[src/logic/flic_pkg.sv]
// shared constants for the four level interrupt controller
package flic_pkg;
    localparam int NUM_SRC = 13;
    localparam int PCYC_CLKS = 6;
    // apb byte offsets; the enable-low offset is the documented special-function address
    localparam logic [7:0] ADDR_IEN_LOW = 8'hA8;
    localparam logic [7:0] ADDR_IEN_HIGH = 8'hB1;
    localparam logic [7:0] ADDR_PRIO_LSB_A = 8'hB8;
    localparam logic [7:0] ADDR_PRIO_LSB_B = 8'hB2;
    localparam logic [7:0] ADDR_PRIO_MSB_A = 8'hB7;
    localparam logic [7:0] ADDR_PRIO_MSB_B = 8'hB3;
    localparam logic [7:0] ADDR_TCTL = 8'h88;
    localparam logic [7:0] ADDR_STATUS = 8'hC0;
    localparam logic [7:0] ADDR_MASK = 8'hC4;
    localparam logic [7:0] ADDR_INSVC = 8'hC8;
    // bit positions inside the first enable register
    localparam int GATE_BIT = 7;
    localparam int RSV_BIT = 5;
    localparam logic [7:0] IEN_LOW_MASK = 8'hDF;
    localparam logic [7:0] BANK_B_MASK = 8'h5D;
    localparam logic [7:0] BANK_A_MASK = 8'h5F;
    // timer control bits: pin request flags and trigger selects
    localparam int TC_PIN1_FLAG = 3;
    localparam int TC_PIN1_SEL = 2;
    localparam int TC_PIN0_FLAG = 1;
    localparam int TC_PIN0_SEL = 0;
    // source indices in polling order, 0 is polled first
    localparam int SRC_PIN0 = 0;
    localparam int SRC_TMR0 = 1;
    localparam int SRC_PIN1 = 2;
    localparam int SRC_TMR1 = 3;
    // vector table in polling order
    localparam logic [15:0] VEC_TABLE [NUM_SRC] = '{16'h0003, 16'h000B, 16'h0013, 16'h001B, 16'h0023,
        16'h002B, 16'h003B, 16'h004B, 16'h0053, 16'h005B, 16'h0063, 16'h006B, 16'h0073};
    localparam logic [3:0] EVT_VECTOR = 4'h1;
    localparam logic [3:0] EVT_WAKE = 4'h2;
endpackage : flic_pkg

[src/logic/flic_pin_sampler.sv]
// external pin synchroniser, peripheral-cycle sampler and trigger detector
`timescale 1ns/1ns
module flic_pin_sampler
    import flic_pkg::*;
#(
    parameter int W = 6
) (
    input wire logic clk,
    input wire logic rst,
    input wire logic samp_en,
    input wire logic [W-1:0] pin_n,
    output logic [W-1:0] level_low,
    output logic [W-1:0] fall_evt,
    output logic [W-1:0] async_low
);
    logic [W-1:0] meta_ff;
    logic [W-1:0] sync_ff;
    logic [W-1:0] samp_ff;
    logic [W-1:0] prev_ff;

    always_ff @(posedge clk) begin
        if (rst) begin
            meta_ff <= '1;
            sync_ff <= '1;
        end else begin
            meta_ff <= pin_n;
            sync_ff <= meta_ff;
        end
    end

    // one sample per peripheral cycle
    always_ff @(posedge clk) begin
        if (rst) begin
            samp_ff <= '1;
            prev_ff <= '1;
        end else if (samp_en) begin
            samp_ff <= sync_ff;
            prev_ff <= samp_ff;
        end
    end

    assign level_low = ~samp_ff;
    assign fall_evt = prev_ff & ~samp_ff;
    assign async_low = ~sync_ff;
endmodule : flic_pin_sampler

[src/logic/flic_arbiter.sv]
// priority arbiter: highest level wins, ties by polling order
`timescale 1ns/1ns
module flic_arbiter
    import flic_pkg::*;
#(
    parameter int N = NUM_SRC
) (
    input wire logic [N-1:0] req,
    input wire logic [N-1:0] prio_msb,
    input wire logic [N-1:0] prio_lsb,
    output logic found,
    output logic [3:0] win_idx,
    output logic [1:0] win_lvl
);
    always_comb begin
        found = 1'b0;
        win_idx = 4'h0;
        win_lvl = 2'h0;
        for (int i = 0; i < N; i++) begin
            if (req[i] && (!found || {prio_msb[i], prio_lsb[i]} > win_lvl)) begin
                found = 1'b1;
                win_idx = 4'(i);
                win_lvl = {prio_msb[i], prio_lsb[i]};
            end
        end
    end
endmodule : flic_arbiter

[src/logic/flic_top.sv]
// four level interrupt controller with apb registers and cpu vector handshake
// Contract
// - each source has a two bit level, 00 lowest, 11 highest; sources 10 and 12 have no enable or level bits here and never vector
// - running handler is pre-empted only by a strictly higher level
// - among pending levels the highest is vectored first
// - equal levels resolved by fixed polling order, pin 0 first
// - each source vectors to its fixed code address
// - hardware clears timer and edge pin flags on vectoring; software the rest
// - trigger select 0 means low level, 1 means falling edge
// - a pin event sets its request flag in timer control
// - edge pin flag clears automatically on vectoring
// - low level on either pin wakes from power down
// - pins and keypad inputs sampled once per six clock peripheral cycle
// - global gate at bit 7 blocks all interrupts when clear
// - per source enables at bits 6,4,3,2,1,0 of first enable register
// - bit 5 of first enable register reads zero, never written one
// - vector taken after instruction, return restores and clears in-progress level
`timescale 1ns/1ns
module flic_top
    import flic_pkg::*;
#(
    parameter int PCYC = PCYC_CLKS
) (
    input wire logic MCLK,
    input wire logic RST,
    input wire logic [7:0] PADDR,
    input wire logic PSEL,
    input wire logic PENABLE,
    input wire logic PWRITE,
    input wire logic [31:0] PWDATA,
    output logic [31:0] PRDATA,
    output logic PREADY,
    output logic PSLVERR,
    input wire logic EXT_PIN_IRQ_ZERO_N,
    input wire logic EXT_PIN_IRQ_ONE_N,
    input wire logic [3:0] KEYPAD_IRQ_INPUTS_N,
    output logic [3:0] KEYPAD_LEVEL_LOW,
    input wire logic TIMER_ZERO_OVF,
    input wire logic TIMER_ONE_OVF,
    input wire logic [NUM_SRC-1:0] PERIPH_REQ,
    input wire logic POWER_DOWN,
    output logic WAKE_UP,
    input wire logic CPU_INSTR_BOUNDARY,
    input wire logic CPU_RETURN_FROM_HANDLER,
    output logic CPU_VECTOR_REQ,
    output logic [15:0] CPU_VECTOR_ADDR,
    output logic IRQ
);
    logic [7:0] ien_low_ff;
    logic [7:0] ien_high_ff;
    logic [7:0] lsb_a_ff;
    logic [7:0] lsb_b_ff;
    logic [7:0] msb_a_ff;
    logic [7:0] msb_b_ff;
    logic [3:0] tctl_ff;
    logic [NUM_SRC-1:0] flags;
    logic pin0_flag_ff;
    logic pin1_flag_ff;
    logic tmr0_flag_ff;
    logic tmr1_flag_ff;
    logic [NUM_SRC-1:SRC_TMR1+1] per_flag_ff;
    logic tctl_wr;
    logic [3:0] active_ff;
    logic [3:0] evt_ff;
    logic [3:0] evt_mask_ff;
    logic [2:0] pcnt_ff;
    logic samp_en;
    logic [5:0] low_lvl;
    logic [5:0] fall;
    logic [5:0] async_low;
    logic [NUM_SRC-1:0] enab;
    logic [NUM_SRC-1:0] req;
    logic [NUM_SRC-1:0] pmsb;
    logic [NUM_SRC-1:0] plsb;
    logic found;
    logic [3:0] win_idx;
    logic [1:0] win_lvl;
    logic [2:0] act_lvl;
    logic take;
    logic wr;
    logic rd_ok;
    logic [7:0] rd_val;
    logic [NUM_SRC-1:0] vec_clr;
    logic [3:0] nxt_active;

    // map two register banks onto polling order: a-bank bits 0..4,6 and b-bank bits 0,2,3,4,6
    function automatic logic [NUM_SRC-1:0] to_src(input logic [7:0] a, input logic [7:0] b);
        to_src = {1'b0, b[6], 1'b0, b[4], b[3], b[2], b[0], a[6], a[4], a[3], a[2], a[1], a[0]};
    endfunction : to_src

    // pin event in the selected trigger mode; an edge counts once, at a sample tick
    function automatic logic pin_event(input logic edge_mode, input logic fall_seen, input logic low_seen,
        input logic tick);
        pin_event = edge_mode ? (fall_seen && tick) : low_seen;
    endfunction : pin_event

    // write strobe for one register offset
    function automatic logic wr_hit(input logic w, input logic [7:0] a, input logic [7:0] offs);
        wr_hit = w && (a == offs);
    endfunction : wr_hit

    // peripheral cycle divider
    always_ff @(posedge MCLK) begin
        if (RST) begin
            pcnt_ff <= 3'h0;
        end else if (pcnt_ff == 3'(PCYC - 1)) begin
            pcnt_ff <= 3'h0;
        end else begin
            pcnt_ff <= pcnt_ff + 3'h1;
        end
    end
    assign samp_en = (pcnt_ff == 3'(PCYC - 1));

    flic_pin_sampler #(.W(6)) u_pins (
        .clk(MCLK),
        .rst(RST),
        .samp_en(samp_en),
        .pin_n({KEYPAD_IRQ_INPUTS_N, EXT_PIN_IRQ_ONE_N, EXT_PIN_IRQ_ZERO_N}),
        .level_low(low_lvl),
        .fall_evt(fall),
        .async_low(async_low)
    );
    assign KEYPAD_LEVEL_LOW = low_lvl[5:2];
    assign WAKE_UP = POWER_DOWN && (async_low[0] || async_low[1]);

    assign wr = PSEL && PENABLE && PWRITE;
    assign PREADY = 1'b1;

    // arbitration set
    assign enab = to_src(ien_low_ff, ien_high_ff) & {NUM_SRC{ien_low_ff[GATE_BIT]}};
    assign req = flags & enab;
    assign pmsb = to_src(msb_a_ff, msb_b_ff);
    assign plsb = to_src(lsb_a_ff, lsb_b_ff);

    flic_arbiter #(.N(NUM_SRC)) u_arb (
        .req(req),
        .prio_msb(pmsb),
        .prio_lsb(plsb),
        .found(found),
        .win_idx(win_idx),
        .win_lvl(win_lvl)
    );

    // highest level in service, 4 means none
    always_comb begin
        act_lvl = 3'h4;
        for (int l = 3; l >= 0; l--) begin
            if (active_ff[l] && act_lvl == 3'h4) begin
                act_lvl = 3'(l);
            end
        end
    end
    assign take = found && CPU_INSTR_BOUNDARY && (act_lvl == 3'h4 || {1'b0, win_lvl} > act_lvl);

    // in-progress levels: set on vectoring, top one cleared on return
    always_comb begin
        nxt_active = active_ff;
        if (CPU_RETURN_FROM_HANDLER && act_lvl != 3'h4) begin
            nxt_active[act_lvl[1:0]] = 1'b0;
        end
        if (take) begin
            nxt_active[win_lvl] = 1'b1;
        end
    end
    always_ff @(posedge MCLK) begin
        if (RST) begin
            active_ff <= 4'h0;
        end else begin
            active_ff <= nxt_active;
        end
    end

    always_ff @(posedge MCLK) begin
        if (RST) begin
            CPU_VECTOR_REQ <= 1'b0;
            CPU_VECTOR_ADDR <= 16'h0000;
        end else begin
            CPU_VECTOR_REQ <= take;
            if (take) begin
                CPU_VECTOR_ADDR <= VEC_TABLE[win_idx];
            end
        end
    end

    // hardware clears on vectoring: timers always, pins only in edge mode
    always_comb begin
        vec_clr = '0;
        if (take) begin
            if (win_idx == 4'(SRC_TMR0) || win_idx == 4'(SRC_TMR1)) begin
                vec_clr[win_idx] = 1'b1;
            end
            if (win_idx == 4'(SRC_PIN0) && tctl_ff[TC_PIN0_SEL]) begin
                vec_clr[win_idx] = 1'b1;
            end
            if (win_idx == 4'(SRC_PIN1) && tctl_ff[TC_PIN1_SEL]) begin
                vec_clr[win_idx] = 1'b1;
            end
        end
    end

    // pin request flags latch regardless of enables; a new event wins over any clear
    always_ff @(posedge MCLK) begin
        if (RST) begin
            pin0_flag_ff <= 1'b0;
        end else begin
            pin0_flag_ff <= pin_event(tctl_ff[TC_PIN0_SEL], fall[0], low_lvl[0], samp_en)
                || (pin0_flag_ff && !vec_clr[SRC_PIN0] && !(tctl_wr && !PWDATA[TC_PIN0_FLAG]));
        end
    end
    always_ff @(posedge MCLK) begin
        if (RST) begin
            pin1_flag_ff <= 1'b0;
        end else begin
            pin1_flag_ff <= pin_event(tctl_ff[TC_PIN1_SEL], fall[1], low_lvl[1], samp_en)
                || (pin1_flag_ff && !vec_clr[SRC_PIN1] && !(tctl_wr && !PWDATA[TC_PIN1_FLAG]));
        end
    end

    // timer flags: set by overflow, cleared only on vectoring
    always_ff @(posedge MCLK) begin
        if (RST) begin
            tmr0_flag_ff <= 1'b0;
        end else begin
            tmr0_flag_ff <= TIMER_ZERO_OVF || PERIPH_REQ[SRC_TMR0] || (tmr0_flag_ff && !vec_clr[SRC_TMR0]);
        end
    end
    always_ff @(posedge MCLK) begin
        if (RST) begin
            tmr1_flag_ff <= 1'b0;
        end else begin
            tmr1_flag_ff <= TIMER_ONE_OVF || PERIPH_REQ[SRC_TMR1] || (tmr1_flag_ff && !vec_clr[SRC_TMR1]);
        end
    end

    // peripheral flags mirror their sources, which software clears at the peripheral
    always_ff @(posedge MCLK) begin
        if (RST) begin
            per_flag_ff <= '0;
        end else begin
            per_flag_ff <= PERIPH_REQ[NUM_SRC-1:SRC_TMR1+1];
        end
    end
    assign flags = {per_flag_ff, tmr1_flag_ff, pin1_flag_ff, tmr0_flag_ff, pin0_flag_ff};
    assign tctl_wr = wr_hit(wr, PADDR, ADDR_TCTL);

    // configuration registers, one per offset
    always_ff @(posedge MCLK) begin
        if (RST) begin
            ien_low_ff <= 8'h00;
        end else if (wr_hit(wr, PADDR, ADDR_IEN_LOW)) begin
            ien_low_ff <= PWDATA[7:0] & IEN_LOW_MASK;
        end
    end
    always_ff @(posedge MCLK) begin
        if (RST) begin
            ien_high_ff <= 8'h00;
        end else if (wr_hit(wr, PADDR, ADDR_IEN_HIGH)) begin
            ien_high_ff <= PWDATA[7:0] & BANK_B_MASK;
        end
    end
    always_ff @(posedge MCLK) begin
        if (RST) begin
            lsb_a_ff <= 8'h00;
        end else if (wr_hit(wr, PADDR, ADDR_PRIO_LSB_A)) begin
            lsb_a_ff <= PWDATA[7:0] & BANK_A_MASK;
        end
    end
    always_ff @(posedge MCLK) begin
        if (RST) begin
            lsb_b_ff <= 8'h00;
        end else if (wr_hit(wr, PADDR, ADDR_PRIO_LSB_B)) begin
            lsb_b_ff <= PWDATA[7:0] & BANK_B_MASK;
        end
    end
    always_ff @(posedge MCLK) begin
        if (RST) begin
            msb_a_ff <= 8'h00;
        end else if (wr_hit(wr, PADDR, ADDR_PRIO_MSB_A)) begin
            msb_a_ff <= PWDATA[7:0] & BANK_A_MASK;
        end
    end
    always_ff @(posedge MCLK) begin
        if (RST) begin
            msb_b_ff <= 8'h00;
        end else if (wr_hit(wr, PADDR, ADDR_PRIO_MSB_B)) begin
            msb_b_ff <= PWDATA[7:0] & BANK_B_MASK;
        end
    end
    always_ff @(posedge MCLK) begin
        if (RST) begin
            tctl_ff <= 4'h0;
        end else if (tctl_wr) begin
            tctl_ff <= {1'b0, PWDATA[TC_PIN1_SEL], 1'b0, PWDATA[TC_PIN0_SEL]};
        end
    end
    always_ff @(posedge MCLK) begin
        if (RST) begin
            evt_mask_ff <= 4'h0;
        end else if (wr_hit(wr, PADDR, ADDR_MASK)) begin
            evt_mask_ff <= PWDATA[3:0];
        end
    end

    // sticky event status, write one to clear, set wins
    always_ff @(posedge MCLK) begin
        if (RST) begin
            evt_ff <= 4'h0;
        end else begin
            evt_ff <= (evt_ff & ~((wr && PADDR == ADDR_STATUS) ? PWDATA[3:0] : 4'h0))
                | (take ? EVT_VECTOR : 4'h0) | (WAKE_UP ? EVT_WAKE : 4'h0);
        end
    end
    assign IRQ = |(evt_ff & evt_mask_ff);

    // read mux
    always_comb begin
        rd_ok = 1'b1;
        rd_val = 8'h00;
        if (PADDR == ADDR_IEN_LOW) begin
            rd_val = ien_low_ff;
        end else if (PADDR == ADDR_IEN_HIGH) begin
            rd_val = ien_high_ff;
        end else if (PADDR == ADDR_PRIO_LSB_A) begin
            rd_val = lsb_a_ff;
        end else if (PADDR == ADDR_PRIO_LSB_B) begin
            rd_val = lsb_b_ff;
        end else if (PADDR == ADDR_PRIO_MSB_A) begin
            rd_val = msb_a_ff;
        end else if (PADDR == ADDR_PRIO_MSB_B) begin
            rd_val = msb_b_ff;
        end else if (PADDR == ADDR_TCTL) begin
            rd_val = {4'h0, pin1_flag_ff, tctl_ff[2], pin0_flag_ff, tctl_ff[0]};
        end else if (PADDR == ADDR_STATUS) begin
            rd_val = {4'h0, evt_ff};
        end else if (PADDR == ADDR_MASK) begin
            rd_val = {4'h0, evt_mask_ff};
        end else if (PADDR == ADDR_INSVC) begin
            rd_val = {4'h0, active_ff};
        end else begin
            rd_ok = 1'b0;
        end
    end
    assign PSLVERR = PSEL && PENABLE && !rd_ok;
    always_ff @(posedge MCLK) begin
        if (RST) begin
            PRDATA <= 32'h0000_0000;
        end else if (PSEL && !PENABLE && !PWRITE) begin
            PRDATA <= {24'h000000, rd_val};
        end
    end
endmodule : flic_top

[config.mk]
export PLATFORM = sky130hd
export DESIGN_NAME = flic_top
export DESIGN_NICKNAME = d
export VERILOG_FILES = /design/src/logic/flic_pkg.sv /design/src/logic/flic_pin_sampler.sv /design/src/logic/flic_arbiter.sv /design/src/logic/flic_top.sv
export SDC_FILE = /design/constraint.sdc
export NUM_CORES = 1
export LEC_CHECK = 0
export ABC_AREA = 1
export BUFFER_PORTS_ARGS = -buffer_cell sky130_fd_sc_hd__buf_2
export CAP_MARGIN = 20
export CORE_ASPECT_RATIO = 0.8
export CORE_MARGIN = 2
export CORE_UTILIZATION = 30
export CTS_CLUSTER_SIZE = 12
export DETAILED_ROUTE_END_ITERATION = 7
export SYNTH_ARGS = -nofsm -noshare
export SYNTH_HDL_FRONTEND = slang
export SYNTH_HIERARCHICAL = 1
export SYNTH_SLANG_ARGS = --single-unit
[constraint.sdc]
create_clock -name MCLK -period 10.6 [get_ports MCLK]
set_input_delay 0.53 -clock MCLK [delete_from_list [all_inputs] [get_ports MCLK]]
set_output_delay 0.53 -clock MCLK [all_outputs]
set_load 0.01 [all_outputs]
Word level (Yosys, flattened, before mapping)

Memory sizes are Yosys's and may differ from the RTL's. A register that Yosys moved wholly into a read port is not among the register bits.
Index checks and enable logic that the tools add are counted.

Add/sub/neg operators: 1
Order comparisons: 19
Eq/ne operators: 19
Mux-type cells: 81
Bitwise operators: 16
Reduce and logical (&&, ||, !) cells: 95

Operators by type and width:

| cell                 | number |
|---|---|
| $eq A8 B8 Y1 const B | 10 |
| $mux W4              | 18 |
| $logic_and A1 B1 Y1  | 48 |
| $mux W7              | 5 |
| $mux W2              | 16 |
| $mux W1              | 30 |
| $mux W3              | 8 |
| $logic_not A1 Y1     | 23 |
| $logic_or A1 B1 Y1   | 21 |
| $gt A2 B2 Y1         | 10 |
| $eq A3 B3 Y1 const B | 5 |
| $and A12 B13 Y13     | 1 |
| $and A13 B13 Y13     | 1 |
| $and A4 B4 Y4        | 3 |
| $or A4 B4 Y4         | 3 |
| $eq A4 B2 Y1 const B | 2 |
| $mux W8              | 1 |
| $not A4 Y4           | 2 |
| $lt A2 B3 Y1 const B | 2 |
| $not A6 Y6           | 1 |
| $lt A4 B5 Y1 const B | 1 |
| $not A4 Y5           | 1 |
| $demux W1 S2         | 2 |
| $demux W1 S4         | 1 |
| other kinds (14)     | 16 |

Register bits: 93
Bits in read-only memories: 256
Input bits: 69
Output and inout bits: 57
Word-level logic and storage cells: 254
Memories: 1

Memories:

| name            | words | width | read ports | clocked after Yosys merged registers in | write ports | RTL line        | source |
|---|---|---|---|---|---|---|---|
| (no name shown) | 16    | 16    | 1          | 1                                       | 0           | flic_top.sv:180 | `CPU_VECTOR_ADDR <= VEC_TABLE[win_idx];` |

Depth between registers and ports, before layout

Word-level depth: 67
Gate-level depth with buffers: 114
Gate-level depth less buffers: 113

Modules after synthesis

The synthesis kept the hierarchy.

Modules (own cells, without submodules):

| module           | instances | cells an instance | area an instance (um2) | seq. area each (um2) |
|---|---|---|---|---|
| flic_top         | 1         | 569               | 3,988.8                | 1,501.4 |
| flic_arbiter     | 1         | 227               | 1,223.7                | 0.0 |
| flic_pin_sampler | 1         | 102               | 832.0                  | 480.5 |

Worst setup path before layout

Ideal clock, no wire load.

Path kind: register to register
Start: reg ien_low_ff[7]
End: reg tmr0_flag_ff
Library setup time: 0.132 ns
Arrival time: 11.093 ns
Data required time: 10.468 ns
Setup slack: -0.625 ns
Cell stages (with the launch flop): 93
Buffers on the path: 1
Period minus slack after synthesis: 11.225 ns
Cell sequence: dfxtp_1 inv_1 clkbuf_1 nor3_1 nand2_1 ha_1 nand2_1 nand2_1 nand2_1 nand2_1 nand2_2 nand2_1 nand2_1 ha_1 inv_1 nor2_1 o21ai_1 nand2_1 [57 not listed] inv_1 nor2_1 o21ai_0 nand2_1 nand2_1 or2_2 nand3_1 nand2_1 ha_1 inv_1 nor2_1 o21ai_0 nand2_1 nand3_2 nor2_1 nand2_1 o21ai_0 a21oi_1

Elaborated cells on any way between the ends: 115
Those cells by class: order compare (15); eq/ne (3); mux (46); bitwise (4); reduce/logical (47)

RTL lines:

| element                                          | RTL line           | source |
|---|---|---|
| start, declared                                  | flic_top.sv:49     | `logic [7:0] ien_low_ff;` |
| start signal, assigned                           | flic_top.sv:251    | `ien_low_ff <= PWDATA[7:0] & IEN_LOW_MASK;` |
| $and A12 B13 Y13 (*)                             | flic_top.sv:130    | `assign enab = to_src(ien_low_ff, ien_high_ff) & {NUM_SRC{ien_low_ff[GATE_BIT]}};` |
| $and A13 B13 Y13 (*)                             | flic_top.sv:131    | `assign req = flags & enab;` |
| named net req[0]                                 | flic_top.sv:72     | `logic [NUM_SRC-1:0] req;` |
| $mux W2 or $mux W1 (tied branches)               | flic_arbiter.sv:20 | `if (req[i] && (!found \|\| {prio_msb[i], prio_lsb[i]} > win_lvl)) begin` |
| $gt A2 B2 Y1 or $logic_not A1 Y1 (tied branches) | flic_arbiter.sv:20 |  |
| $logic_or A1 B1 Y1                               | flic_arbiter.sv:20 |  |
| $logic_and A1 B1 Y1                              | flic_arbiter.sv:20 |  |
| $mux W2 or $mux W1 (tied branches)               | flic_arbiter.sv:20 |  |
| [44 not listed]                                  | -                  |  |
| named net win_lvl[1]                             | flic_top.sv:77     | `logic [1:0] win_lvl;` |
| $gt A2 B3 Y1 (*)                                 | flic_top.sv:153    | `assign take = found && CPU_INSTR_BOUNDARY && (act_lvl == 3'h4 \|\| {1'b0, win_lvl} > act_lvl);` |
| $logic_or A1 B1 Y1 (*)                           | flic_top.sv:153    |  |
| $logic_and A1 B1 Y1 (*)                          | flic_top.sv:153    |  |
| $mux W4 (*)                                      | flic_top.sv:188    | `if (take) begin` |
| $logic_not A1 Y1 (*)                             | flic_top.sv:224    | `tmr0_flag_ff <= TIMER_ZERO_OVF \|\| PERIPH_REQ[SRC_TMR0] \|\| (tmr0_flag_ff && !vec_clr[SRC_TMR0]);` |
| $logic_and A1 B1 Y1 (*)                          | flic_top.sv:224    |  |
| $logic_or A1 B1 Y1 (*)                           | flic_top.sv:224    |  |
| end signal, assigned                             | flic_top.sv:224    |  |
| end, declared                                    | flic_top.sv:59     | `logic tmr0_flag_ff;` |

Mark *: on every way through the listed nets, which the timed path passes. The rest lies on a longest branch. The select of a mux whose other input is x is not followed.
A chain may end at the register's enable or synchronous reset.

Worst setup path after layout

Same ends and word-level chain as after synthesis.

==> results_dict.tcl <==
set metrics [dict create \
    cts.sink_count 95 \
    drive_gt1_share_pct 30.1 \
    slowest_stage "dfxtp_2" \
    portBuffers 60 \
    rows 45 \
    sw_frac_of_total_pct 28.9 \
    status "finished with violations" \
    setup_slack_ns -0.533 \
    tns_ns -6.71 \
    worst_hold_slack_ns 0.347 \
    power_mw 0.804 \
    final_cell_count_no_fill 1275 \
    r2r_start "ien_low_ff[7]" \
    tritoncts "built" \
    relSlewSlack_pct 35.3 \
    start_kind "flop" \
    path_common_cell "nand2_2" \
    arrival_ns 11.35 \
    routabilityCongestion 0.894 \
    worstReg2RegEnd "tmr0_flag_ff" \
    finalCritPeriodShare_pct 105 \
    placed_cells 1232 \
    critPathTopFamily "simple AND/OR/NAND/NOR gates" \
    numCtsBuffers 9 \
    nNetsFinal 1104 \
    grt_use_total_pct 16.1 \
    postPlaceCellArea_mm2 0.00676 \
    drv_slew 0 \
    required_ns 10.81 \
    crit_end "tmr0_flag_ff" \
    path_buf_inv 9 \
    cp_max_fo 5 \
    max_stage_delay_ns 0.34 \
    antenna_found_initial 0 \
    reg2reg_slack_ns -0.53 \
    path_depth 93 \
    fin_worst_skew_ns 0.00825 \
    vdd_drop_max_v 0.0000762 \
    power_frac_seq_pct 46.4 \
    grt_setup_unrepaired "true" \
    syn_inst 870 \
    p_leak_nw 3.55 \
    maxCapViolations 0 \
    power_frac_clock_pct 41.8 \
    drt_iter0_drc 415 \
    finalHoldViolCount 0 \
    grt_pass1_wl_um 26300 \
    clockBufferDepth 2 \
    setup_viol_count_final 15 \
    crit_path_end_kind "flop" \
    syn_area_mm2 0.00587 \
    n_fill_cell 2011 \
    fmax_ghz 0.0898 \
    vias 5701 \
    drtAntennaViolNets 0 \
    syn_to_final_growth_pct 29.5 \
    clk_latency_ns 0.35 \
    die_y_um 129 \
    avgSynthCellArea_um2 6.75 \
    coreArea_mm2 0.0191 \
    via_per_inst 4.47 \
    grt_max_degree 50 \
    violations "negative setup slack" \
    drc 0 \
    crit_start "ien_low_ff[7]" \
    drt_pre_antenna_iters 5 \
    start_util_pct 30.8 \
    yosysWarnings 6 \
    grt_pass1_vias 5159 \
    io_pins 126 \
    worst_r2r_path_depth 93 \
    hold_path_class "in -> reg" \
    drt_wl_total_um 16700 \
    htreeDepth 3 \
    insertedDiodeCount 0 \
    fp.dieW_um 160 \
    dp_hpwl_um 12200 \
    pwr-share-comb_pct 11.8 \
    worstMarginPinSlew_ns 0.963 \
    crit_type "reg -> reg" \
    cts-root-buf "clkbuf_16" \
    period_minus_slack_ns 11.13 \
    clk_pin_slew_ns 0.08 \
    powerDensity_mw_per_mm2 106 \
    internal-power_mw 0.572 \
    netSwitchingPower_mw 0.232 \
    fp.dieArea_mm2 0.0207 \
    grt_remaining_overflow 0 \
    stdcell_area_mm2 0.00760 \
    detail_route.wl_per_cell_um 13.1 \
]
==> cell type report <==
| class | count | area (um^2) | share of cell area, % |
|---|---|---|---|
| inverter | 146 | 551 | 7.24 |
| tap | 258 | 323 | 4.25 |
| clock buffer | 9 | 225 | 2.96 |
| multi-input combinational | 618 | 3570 | 46.9 |
| timing repair buffer | 142 | 947 | 12.5 |
| clock inverter | 7 | 83.8 | 1.10 |
| sequential | 95 | 1900 | 25.1 |
==> worst min-delay path by stage <==
stage	cells after the start	startpoint	slack, ns	end
3_3_place_gp	1	u_pins/meta_ff[1]	0.38	u_pins/sync_ff[1]
6_report	2	KEYPAD_IRQ_INPUTS_N[1]	0.35	u_pins/meta_ff[3]
3_5_place_dp	1	u_pins/meta_ff[4]	0.39	u_pins/sync_ff[4]
2_1_floorplan	1	u_pins/meta_ff[0]	0.38	u_pins/sync_ff[0]
4_1_cts	2	KEYPAD_IRQ_INPUTS_N[1]	0.33	u_pins/meta_ff[3]
5_1_grt	2	EXT_PIN_IRQ_ZERO_N	0.34	u_pins/meta_ff[0]
==> metal layers <==
| layer | global-route usage [%] | vias to the layer above | part of all wire [%] |
|---|---|---|---|
| met4 | 3.29 | 0 | 0.70 |
| met1 | 23.5 | 2558 | 51 |
| met5 | 0 | - | 0 |
| met2 | 24.8 | 163 | 43 |
| met3 | 2.75 | 11 | 5.9 |
| li1 | - | 2969 | - |
==> timing repair <==
action | CTS | global route
hold endpoints to repair | 0 | 0
gates resized for setup | 31 | 48
setup endpoints to repair | 15 | 15
hold buffers | 0 | 0
buffers inserted | 14 | 12
pin swaps | 18 | 34
==> power groups by stage <==
| stage | Sequential [mW] | Clock, mW | Combinational (mW) |
|---|---|---|---|
| after global placement | 0.381 | 0 | 0.0823 |
| after global routing | 0.374 | 0.358 | 0.107 |
| after CTS | 0.373 | 0.344 | 0.0888 |
| final | 0.373 | 0.336 | 0.0950 |
| after floorplan | 0.381 | 0 | 0.0619 |
| after detailed placement | 0.381 | 0 | 0.0833 |
==> cells in the final DEF, fill, tap and decap left out, drive strengths merged, types with 18 or more instances in the layout <==
cell	instances
nor2	88
conb	48
ha	23
a21oi	57
nand2	196
nand3	73
o21ai	71
inv	150
dfxtp	95
buf	142
or2	18
==> registers in the layout (all words and copies together), names as in the netlist, 5 cells and up <==
| register | flops |
|---|---|
| lsb_b_ff | 5 |
| PRDATA | 7 |
| CPU_VECTOR_ADDR | 5 |
| u_pins/sync_ff | 6 |
| ien_low_ff | 7 |
| ien_high_ff | 5 |
| msb_a_ff | 6 |
| u_pins/samp_ff | 6 |
| u_pins/meta_ff | 6 |
| per_flag_ff | 7 |
| msb_b_ff | 5 |
| lsb_a_ff | 6 |
==> per-stage QoR <==
step                util, %  setup slack, ns
floorplan                 -           0.0156
global placement       35.4           -0.681
global route           39.8            -1.17
CTS                    38.2           -0.470
detailed placement     35.4           -0.860
finish                 39.8           -0.533
No activity file was read; power rests on OpenSTA's default activity.
